**config.mk**
```make
export PLATFORM = sky130hd
export DESIGN_NAME = rfc_regs
export DESIGN_NICKNAME = d
export VERILOG_FILES = /design/src/rtl/rfc_pkg.sv /design/src/rtl/rfc_regs.sv /design/src/rtl/rfc_key_match.sv /design/src/rtl/rfc_sticky_bank.sv
export SDC_FILE = /design/constraint.sdc
export NUM_CORES = 1
export LEC_CHECK = 0
export ABC_AREA = 1
export BUFFER_PORTS_ARGS = -buffer_cell sky130_fd_sc_hd__buf_2
export CORE_UTILIZATION = 31
export CTS_CLUSTER_DIAMETER = 150
export DETAILED_ROUTE_END_ITERATION = 10
export SLEW_MARGIN = 15
export SYNTH_ARGS = -nofsm -noshare
export SYNTH_HDL_FRONTEND = slang
export SYNTH_HIERARCHICAL = 1
export SYNTH_SLANG_ARGS = --single-unit
```
**constraint.sdc**
```tcl
create_clock -name clk_i -period 2.4 [get_ports clk_i]
set_clock_uncertainty 0.1 [all_clocks]
set_input_delay 0.24 -clock clk_i [delete_from_list [all_inputs] [get_ports clk_i]]
set_output_delay 0.24 -clock clk_i [all_outputs]
set_load 0.005 [all_outputs]
```
**src/rtl/rfc_pkg.sv**
```systemverilog
// constants shared by the redundancy fault control register bank
package rfc_pkg;
	// bus geometry
	localparam int unsigned ADDR_W = 32;
	localparam int unsigned DATA_W = 32;
	localparam int unsigned KEY_W  = 8;
	localparam int unsigned FLAG_W = 22;
	localparam int unsigned CTRL_W = 20;

	// register offsets
	localparam logic [ADDR_W-1:0] OFF_CTRL = 32'h0000_0000;
	localparam logic [ADDR_W-1:0] OFF_FFS  = 32'h0000_0004;

	// control field positions
	localparam int unsigned CTRL_FATAL_OUT_BLK = 19;
	localparam int unsigned CTRL_BREAK_BLK     = 18;
	localparam int unsigned CTRL_FATAL_RST_BLK = 17;
	localparam int unsigned CTRL_RECOVER_RST   = 16;
	localparam int unsigned CTRL_KEY2_LSB      = 8;
	localparam int unsigned CTRL_KEY1_LSB      = 0;

	// first fault status field positions
	localparam int unsigned FFS_WATCHDOG   = 21;
	localparam int unsigned FFS_FATAL_UE   = 20;
	localparam int unsigned FFS_FATAL_VOTE = 19;
	localparam int unsigned FFS_FATAL_LSB  = 16;
	localparam int unsigned FFS_RESTORE    = 3;
	localparam int unsigned FFS_MISM_LSB   = 0;

	// values after reset
	localparam logic [CTRL_W-1:0] CTRL_RST  = 20'h0_0000;
	localparam logic [FLAG_W-1:0] FFS_RST   = 22'h00_0000;
	localparam logic [DATA_W-1:0] RDATA_RST = 32'h0000_0000;

	// unlock key defaults, values are arbitrary build choices
	localparam logic [KEY_W-1:0] KEY1_DEFAULT = 8'h5A;
	localparam logic [KEY_W-1:0] KEY2_DEFAULT = 8'hA5;

	// bus answer latency in cycles
	localparam int unsigned ACK_CYCLES = 1;
endpackage : rfc_pkg

```
**src/rtl/rfc_regs.sv**
```systemverilog
// fault handling control and first fault status registers
`timescale 1ns/1ps
module rfc_regs
	import rfc_pkg::*;
#(
	parameter logic [rfc_pkg::KEY_W-1:0] UNLOCK_KEY_ONE_VALUE =
		rfc_pkg::KEY1_DEFAULT,
	parameter logic [rfc_pkg::KEY_W-1:0] UNLOCK_KEY_TWO_VALUE =
		rfc_pkg::KEY2_DEFAULT
)
(
	// clock, reset, enable
	input  wire logic                        clk_i,
	input  wire logic                        nrst_i,
	input  wire logic                        ce_i,
	// local memory bus slave
	input  wire logic [rfc_pkg::ADDR_W-1:0]  bus_addr_i,
	input  wire logic                        bus_as_i,
	input  wire logic                        bus_rd_i,
	input  wire logic                        bus_wr_i,
	input  wire logic [3:0]                  bus_be_i,
	input  wire logic [rfc_pkg::DATA_W-1:0]  bus_wdata_i,
	output logic [rfc_pkg::DATA_W-1:0]       bus_rdata_o,
	output logic                             bus_ready_o,
	// fault events from the manager
	input  wire logic                        watchdog_expired_i,
	input  wire logic                        fatal_uncorrectable_i,
	input  wire logic                        fatal_voter_i,
	input  wire logic [2:0]                  fatal_pair_i,
	input  wire logic                        restore_done_i,
	input  wire logic [2:0]                  lockstep_mismatch_i,
	input  wire logic                        fatal_state_i,
	input  wire logic                        recover_req_i,
	// fault handling outputs
	output logic                             fatal_o,
	output logic                             break_o,
	output logic                             sys_reset_o,
	output logic                             recoverable_o,
	output logic                             key_two_ok_o
);
	// shared address compare
	function automatic logic hit(input logic [ADDR_W-1:0] a,
		input logic [ADDR_W-1:0] off);
		hit = (a == off);
	endfunction : hit

	logic [KEY_W-1:0]  unlock_key_one;
	logic [KEY_W-1:0]  unlock_key_two;
	logic              fatal_output_block_bit;
	logic              break_block_bit;
	logic              fatal_reset_block_bit;
	logic              recover_as_reset_bit;
	logic              key_one_ok;
	logic              key_two_ok;
	logic [FLAG_W-1:0] first_fault_status;
	logic [FLAG_W-1:0] flag_set;
	logic              flag_clr;
	logic              take_rd;
	logic              take_wr;
	logic              wr_ctrl;
	logic              wr_ffs;
	logic              rd_ffs;
	logic [DATA_W-1:0] next_rdata;
	logic [1:0]        mism_count;
	logic              next_fatal;
	logic              next_break;
	logic              next_reset;

	// key compares against build values
	rfc_key_match #(
		.VALUE (UNLOCK_KEY_ONE_VALUE)
	) u_key_one (
		.key_i   (unlock_key_one),
		.match_o (key_one_ok)
	);

	rfc_key_match #(
		.VALUE (UNLOCK_KEY_TWO_VALUE)
	) u_key_two (
		.key_i   (unlock_key_two),
		.match_o (key_two_ok)
	);

	assign take_rd = ce_i & bus_as_i & bus_rd_i;
	assign take_wr = ce_i & bus_as_i & bus_wr_i;
	assign wr_ctrl = take_wr & hit(bus_addr_i, OFF_CTRL);
	assign wr_ffs  = take_wr & hit(bus_addr_i, OFF_FFS);
	assign rd_ffs  = take_rd & hit(bus_addr_i, OFF_FFS);

	// read data select
	// control and unmapped offsets read zero, so no data leaks
	assign next_rdata = rd_ffs ? {{(DATA_W-FLAG_W){1'b0}},
		first_fault_status} : RDATA_RST;

	// bus answer one cycle after the strobe
	always_ff @(posedge clk_i or negedge nrst_i)
	begin
		if (!nrst_i)
		begin
			bus_ready_o <= 1'b0;
			bus_rdata_o <= RDATA_RST;
		end
		else if (ce_i)
		begin
			bus_ready_o <= take_rd | take_wr;
			bus_rdata_o <= next_rdata;
		end
	end

	always_ff @(posedge clk_i or negedge nrst_i)
	begin
		if (!nrst_i)
			unlock_key_two <= CTRL_RST[CTRL_KEY2_LSB +: KEY_W];
		else if (wr_ctrl && bus_be_i[1])
			unlock_key_two <= bus_wdata_i[CTRL_KEY2_LSB +: KEY_W];
	end

	always_ff @(posedge clk_i or negedge nrst_i)
	begin
		if (!nrst_i)
			unlock_key_one <= CTRL_RST[CTRL_KEY1_LSB +: KEY_W];
		else if (wr_ctrl && bus_be_i[0])
			unlock_key_one <= bus_wdata_i[CTRL_KEY1_LSB +: KEY_W];
	end

	// option bits, bits 31-20 are never stored
	always_ff @(posedge clk_i or negedge nrst_i)
	begin
		if (!nrst_i)
		begin
			fatal_output_block_bit <= CTRL_RST[CTRL_FATAL_OUT_BLK];
			break_block_bit        <= CTRL_RST[CTRL_BREAK_BLK];
			fatal_reset_block_bit  <= CTRL_RST[CTRL_FATAL_RST_BLK];
			recover_as_reset_bit   <= CTRL_RST[CTRL_RECOVER_RST];
		end
		else if (wr_ctrl && bus_be_i[2])
		begin
			fatal_output_block_bit <= bus_wdata_i[CTRL_FATAL_OUT_BLK];
			break_block_bit        <= bus_wdata_i[CTRL_BREAK_BLK];
			fatal_reset_block_bit  <= bus_wdata_i[CTRL_FATAL_RST_BLK];
			recover_as_reset_bit   <= bus_wdata_i[CTRL_RECOVER_RST];
		end
	end

	// event placement, reserved bits never set
	always_comb
	begin
		flag_set = FFS_RST;
		flag_set[FFS_WATCHDOG]             = watchdog_expired_i;
		flag_set[FFS_FATAL_UE]             = fatal_uncorrectable_i;
		flag_set[FFS_FATAL_VOTE]           = fatal_voter_i;
		flag_set[FFS_FATAL_LSB +: 3]       = fatal_pair_i;
		flag_set[FFS_RESTORE]              = restore_done_i;
		flag_set[FFS_MISM_LSB +: 3]        = lockstep_mismatch_i;
	end

	assign flag_clr = wr_ffs & key_one_ok;

	rfc_sticky_bank u_flags (
		.clk_i  (clk_i),
		.nrst_i (nrst_i),
		.ce_i   (ce_i),
		.set_i  (flag_set),
		.clr_i  (flag_clr),
		.q_o    (first_fault_status)
	);

	assign next_fatal = fatal_state_i &
		~(fatal_output_block_bit & key_two_ok);
	assign next_break = fatal_state_i & ~(break_block_bit & key_one_ok);
	assign next_reset = (fatal_state_i &
		~(fatal_reset_block_bit & key_two_ok)) |
		(recover_req_i & recover_as_reset_bit & key_one_ok);

	// recoverable only when exactly two pairs disagree
	assign mism_count = 2'(first_fault_status[0]) +
		2'(first_fault_status[1]) + 2'(first_fault_status[2]);

	// handling outputs registered for clean pins
	always_ff @(posedge clk_i or negedge nrst_i)
	begin
		if (!nrst_i)
		begin
			fatal_o       <= 1'b0;
			break_o       <= 1'b0;
			sys_reset_o   <= 1'b0;
			recoverable_o <= 1'b0;
			key_two_ok_o  <= 1'b0;
		end
		else if (ce_i)
		begin
			fatal_o       <= next_fatal;
			break_o       <= next_break;
			sys_reset_o   <= next_reset;
			recoverable_o <= (mism_count == 2'd2);
			key_two_ok_o  <= key_two_ok;
		end
	end

	logic rd_ctrl_q;
	always_ff @(posedge clk_i or negedge nrst_i)
	begin
		if (!nrst_i)
			rd_ctrl_q <= 1'b0;
		else if (ce_i)
			rd_ctrl_q <= take_rd & hit(bus_addr_i, OFF_CTRL);
	end
endmodule : rfc_regs

```
**src/rtl/rfc_key_match.sv**
```systemverilog
// compares a stored unlock key with its build value
`timescale 1ns/1ps
module rfc_key_match
	import rfc_pkg::*;
#(
	parameter logic [rfc_pkg::KEY_W-1:0] VALUE = rfc_pkg::KEY1_DEFAULT
)
(
	// key input
	input  wire logic [rfc_pkg::KEY_W-1:0] key_i,
	// match result
	output logic                           match_o
);
	// pure compare, the stored key is already a flip-flop
	assign match_o = (key_i == VALUE);
endmodule : rfc_key_match

```
**src/rtl/rfc_sticky_bank.sv**
```systemverilog
// bank of sticky flags, set wins over clear
`timescale 1ns/1ps
module rfc_sticky_bank
	import rfc_pkg::*;
(
	// clock, reset, enable
	input  wire logic                    clk_i,
	input  wire logic                    nrst_i,
	input  wire logic                    ce_i,
	// set and clear
	input  wire logic [rfc_pkg::FLAG_W-1:0] set_i,
	input  wire logic                    clr_i,
	// flag state
	output logic [rfc_pkg::FLAG_W-1:0]   q_o
);
	genvar g;

	// one flop per flag; an event in the clear cycle is kept
	generate
		for (g = 0; g < FLAG_W; g++)
		begin : g_flag
			always_ff @(posedge clk_i or negedge nrst_i)
			begin
				if (!nrst_i)
					q_o[g] <= FFS_RST[g];
				else if (ce_i)
					q_o[g] <= set_i[g] | (q_o[g] & ~clr_i);
			end
		end
	endgenerate
endmodule : rfc_sticky_bank

```
==> results list <==
- Most numerous cell on the critical path: sky130_fd_sc_hd__nand2_1
- Entering global routing, the biggest net connects 71 pins.
- Starting density of the core: 0.321
- VDD sags by at most 0.000219 V.
* Most repeated cell in the gate-level netlist after synthesis: sky130_fd_sc_hd__nand2_1
- The count of endpoints failing hold in the final timing report was 0.
- Primary flip-flop cell chosen by synthesis mapping: sky130_fd_sc_hd__dfrtp_1
- For this run, the slowest stage of the critical path takes 0.38 ns.
- Along the worst path, the maximum fanout reaches 22.
- TritonCTS created 9 clock buffers.
- Number of pins exceeding their max-slew limit in the final report: 0
- Cell count after placement: 609
* Number of detailed-routing iterations run before antenna repair: 4
- The total overflow left after global routing is 0.
- By area the synthesized netlist is led by sky130_fd_sc_hd__dfrtp_1 56%, sky130_fd_sc_hd__nand2_1 21%, sky130_fd_sc_hd__nand4_1 4.2%, sky130_fd_sc_hd__nand3_1 4.1%, sky130_fd_sc_hd__buf_4 3.8%.
* Per-cell via count in the routed design: 4.26
- For this design, the CTS-stage hold fixing added 9 buffers.
- Achievable Freq: 0.630 GHz
- Measured along the y axis, the die boundary spans 103 microns.
- Critical path data required time: 2.53 ns
- Post-CTS Repair Setup Buffers: 0
- Leaving out filler cells and counting taps, the final layout contains 634.
- Across all layers, the routed design uses 2704 vias.
- Proportion of layout cells with a drive suffix above 1: 0.259
* Later-pin clock latency in the skew report: 0.34 ns
* Type of the most critical hold path: in2reg
- Via count of the first global-routing pass: 2549
- Final wirelength: 7.08 mm
- The slowest stage of the critical path belongs to the cell sky130_fd_sc_hd__dfrtp_1.
* CP Buf/Inv Count: 1
* Weighted congestion reported at the end of routability-driven placement: 0.767
* DP HPWL: 4.90 mm
* Number of buffers on the longest clock path: 2
- The flow ran to the end, and the final reports show no timing, DRC or antenna violations.
- In this run the tool buffered the top-level ports with 100 buffer cells.
- Die width: 103 microns
- The share of the Yosys chip area taken by registers is 0.555.
- Post-route setup TNS: 0 ns
* Crit-path leading delay family: simple AND/OR/NAND/NOR gates
* Core region area: 0.00982 sq mm
- In this run the static leakage power is 2.32 nW.
- Total number of placement rows: 36
* Wire length of the first global-routing pass: 11.9 mm
- Count of warnings emitted by yosys: 6
- Cell type with the highest aggregate area in the netlist: sky130_fd_sc_hd__dfrtp_1
- Start-to-end type of the worst setup path: reg2reg
- The number of antenna violations at the first check in global routing is 0.
- DRC errors left: 0
- TritonCTS built the clock tree.
- For this block, the initial DRC count from the detailed router was 85.
- For this design the top-level I/O count stands at 124.
- Setup repair after global routing missed its margin: false
- Data arrives at the worst endpoint at 1.72 ns.
* Netlist cell types: 25
* Critical Path Source Type: register
- Share of Yosys cell area claimed by the top area cell type: 0.555
- Diode count: 0
- Traced cell by cell, the critical path runs through nor2_1 > nand2_1 > nor2_1 > and3_2 > nand2_1 > buf_4 > nand2_1 > nand2_1.
- Die area: 0.0106 sq mm
- Total of max-cap violations: 0
- For this run, the post-layout net count is 583.
- EDFF count, synth: 0
* Clock transition at the registers of the reported paths: 0.08 ns
- Dividing the final minimum period by the clock period gives 0.661.
- Total setup violations reported at the end of the flow: 0
* Async set-reset flop share out of synthesis: 1.00
- CTS root buffer: sky130_fd_sc_hd__clkbuf_8
* Final period demand of the worst path: 1.59 ns
- Gates resized during post-CTS repair numbered 0.
- Ranking of synthesized cells by instance count: 174 x sky130_fd_sc_hd__nand2_1, 70 x sky130_fd_sc_hd__dfrtp_1, 26 x sky130_fd_sc_hd__nand3_1, 26 x sky130_fd_sc_hd__nor2_1, 21 x sky130_fd_sc_hd__nand4_1
- The H-tree was split into 3 levels.
- In this run the remaining antenna-violating nets after routing total 0.
- Critical Path End Type: register
* Total track usage: 0.147
* Growth of design area from synthesis to finish: 30.6%
* Syn Inst Count: 376
* TritonCTS Sinks: 70
- Avg Cell Area, Syn: 8.39 sq um
* Flop and latch count out of synthesis: 70
* P per Cell Area: 608 mW/mm^2
- Drt wl/cell: 11.2 microns
- The mapped netlist covers 0.00316 sq mm.
-- cell families (layout without fill, tap and decap cells) --
logic type	count (synthesis)	count (layout)	synth area share
buf+inv	40	144	0.0738
simple gates	257	257	0.349
compound gates	7	7	0.0151
flops	70	70	0.555
other cells	1	22	0.00119
fa+ha+maj	1	1	0.00634
-- path summary, 6_finish.rpt --
path | end | cells past startpoint | startpoint | slack (ns)
min in group asynchronous | bus_rdata_o[15]$_DFFE_PN0P_ | 3 | nrst_i | 0.33
min reg2reg | u_flags/q_o[16]$_DFFE_PN0P_ | 2 | u_flags/q_o[16]$_DFFE_PN0P_ | 0.37
max in group asynchronous | unlock_key_two[1]$_DFFE_PN0P_ | 3 | nrst_i | 1.54
max | u_flags/q_o[1]$_DFFE_PN0P_ | 8 | unlock_key_one[7]$_DFFE_PN0P_ | 0.81
min | u_flags/q_o[3]$_DFFE_PN0P_ | 3 | restore_done_i | 0.02
max reg2reg | u_flags/q_o[1]$_DFFE_PN0P_ | 8 | unlock_key_one[7]$_DFFE_PN0P_ | 0.81
-- worst reg2reg max path, stage by stage, from the launching register on --
cell and delay (ns):
sky130_fd_sc_hd__dfrtp_1 0.38, sky130_fd_sc_hd__nor2_1 0.10, sky130_fd_sc_hd__nand2_1 0.06, sky130_fd_sc_hd__nor2_1 0.20, sky130_fd_sc_hd__and3_2 0.22, sky130_fd_sc_hd__nand2_1 0.04, sky130_fd_sc_hd__buf_4 0.22, sky130_fd_sc_hd__nand2_1 0.10
sky130_fd_sc_hd__nand2_1 0.05
-- flip-flops by register name, summed over array words and instances (netlist names), 8 cells and up --
signal	count
bus_rdata_o	22
u_flags/q_o	22
unlock_key_one	8
unlock_key_two	8
-- layout make-up --
| class | instances | area (sq um) |
|---|---|---|
| repair buffers | 115 | 661 |
| fillers | 1058 | 5700 |
| multi-input cells | 287 | 1250 |
| flip-flops and latches | 70 | 1750 |
| clock inverters | 7 | 120 |
| inverters | 13 | 48.8 |
| well taps | 133 | 166 |
| clock buffers | 9 | 124 |
-- cell usage in the layout (no fill, tap or decap) --
| cell | n |
|---|---|
| sky130_fd_sc_hd__nand2_1 | 174 |
| sky130_fd_sc_hd__buf_2 | 100 |
| sky130_fd_sc_hd__dfrtp_1 | 70 |
| sky130_fd_sc_hd__nor2_1 | 26 |
| sky130_fd_sc_hd__nand3_1 | 26 |
| sky130_fd_sc_hd__conb_1 | 22 |
| sky130_fd_sc_hd__nand4_1 | 21 |
| sky130_fd_sc_hd__inv_1 | 13 |
| sky130_fd_sc_hd__clkbuf_8 | 9 |
| sky130_fd_sc_hd__dlygate4sd3_1 | 9 |
| sky130_fd_sc_hd__buf_4 | 4 |
| sky130_fd_sc_hd__a21oi_1 | 3 |
| sky130_fd_sc_hd__bufinv_16 | 3 |
| sky130_fd_sc_hd__nor2_4 | 2 |
| sky130_fd_sc_hd__nand3_2 | 2 |
| sky130_fd_sc_hd__a21o_1 | 2 |
| sky130_fd_sc_hd__buf_12 | 2 |
| sky130_fd_sc_hd__and2_1 | 1 |
| sky130_fd_sc_hd__nor2_2 | 1 |
| sky130_fd_sc_hd__and3_4 | 1 |
| sky130_fd_sc_hd__and3_2 | 1 |
| sky130_fd_sc_hd__nand2_2 | 1 |
| sky130_fd_sc_hd__a211o_1 | 1 |
| sky130_fd_sc_hd__nand3b_1 | 1 |
| sky130_fd_sc_hd__a22o_1 | 1 |
| sky130_fd_sc_hd__fa_1 | 1 |
| sky130_fd_sc_hd__clkinvlp_4 | 1 |
| sky130_fd_sc_hd__inv_6 | 1 |
| sky130_fd_sc_hd__clkinv_2 | 1 |
| sky130_fd_sc_hd__clkinv_4 | 1 |
-- stage by stage --
step | setup slack, ns | hold WS, ns | area (sq um) | power, mW | util
after CTS | 0.772 | 0.00220 | 4120 | 2.55 | 0.420
after detailed placement | 0.581 | 0.194 | 3790 | 1.37 | 0.386
after global placement | 0.597 | 0.190 | 3790 | 1.37 | 0.386
after global routing | 0.674 | 0.0138 | 4120 | 2.62 | 0.420
final | 0.813 | 0.0208 | 4120 | 2.51 | 0.420
after floorplan | 0.951 | -0.156 | 3230 | 1.28 | -
-- where the power goes --
part	switching [mW]	total (mW)	internal, mW	leakage, nW
sequential	0.00312	1.19	1.18	0.856
clock	0.456	1.15	0.694	0.120
combinational	0.0922	0.170	0.0780	1.35
total	0.551	2.51	1.96	2.32
-- per-layer routing --
metal,wire [microns],global-route usage,vias to the layer above,part of all wire
met5,0,0,-,0
met4,82,0.0553,0,0.012
met3,421,0.0366,8,0.059
met2,3250,0.253,96,0.46
met1,3330,0.178,1199,0.47
li1,-,-,1401,-
No activity file was read; power rests on OpenSTA's default activity.
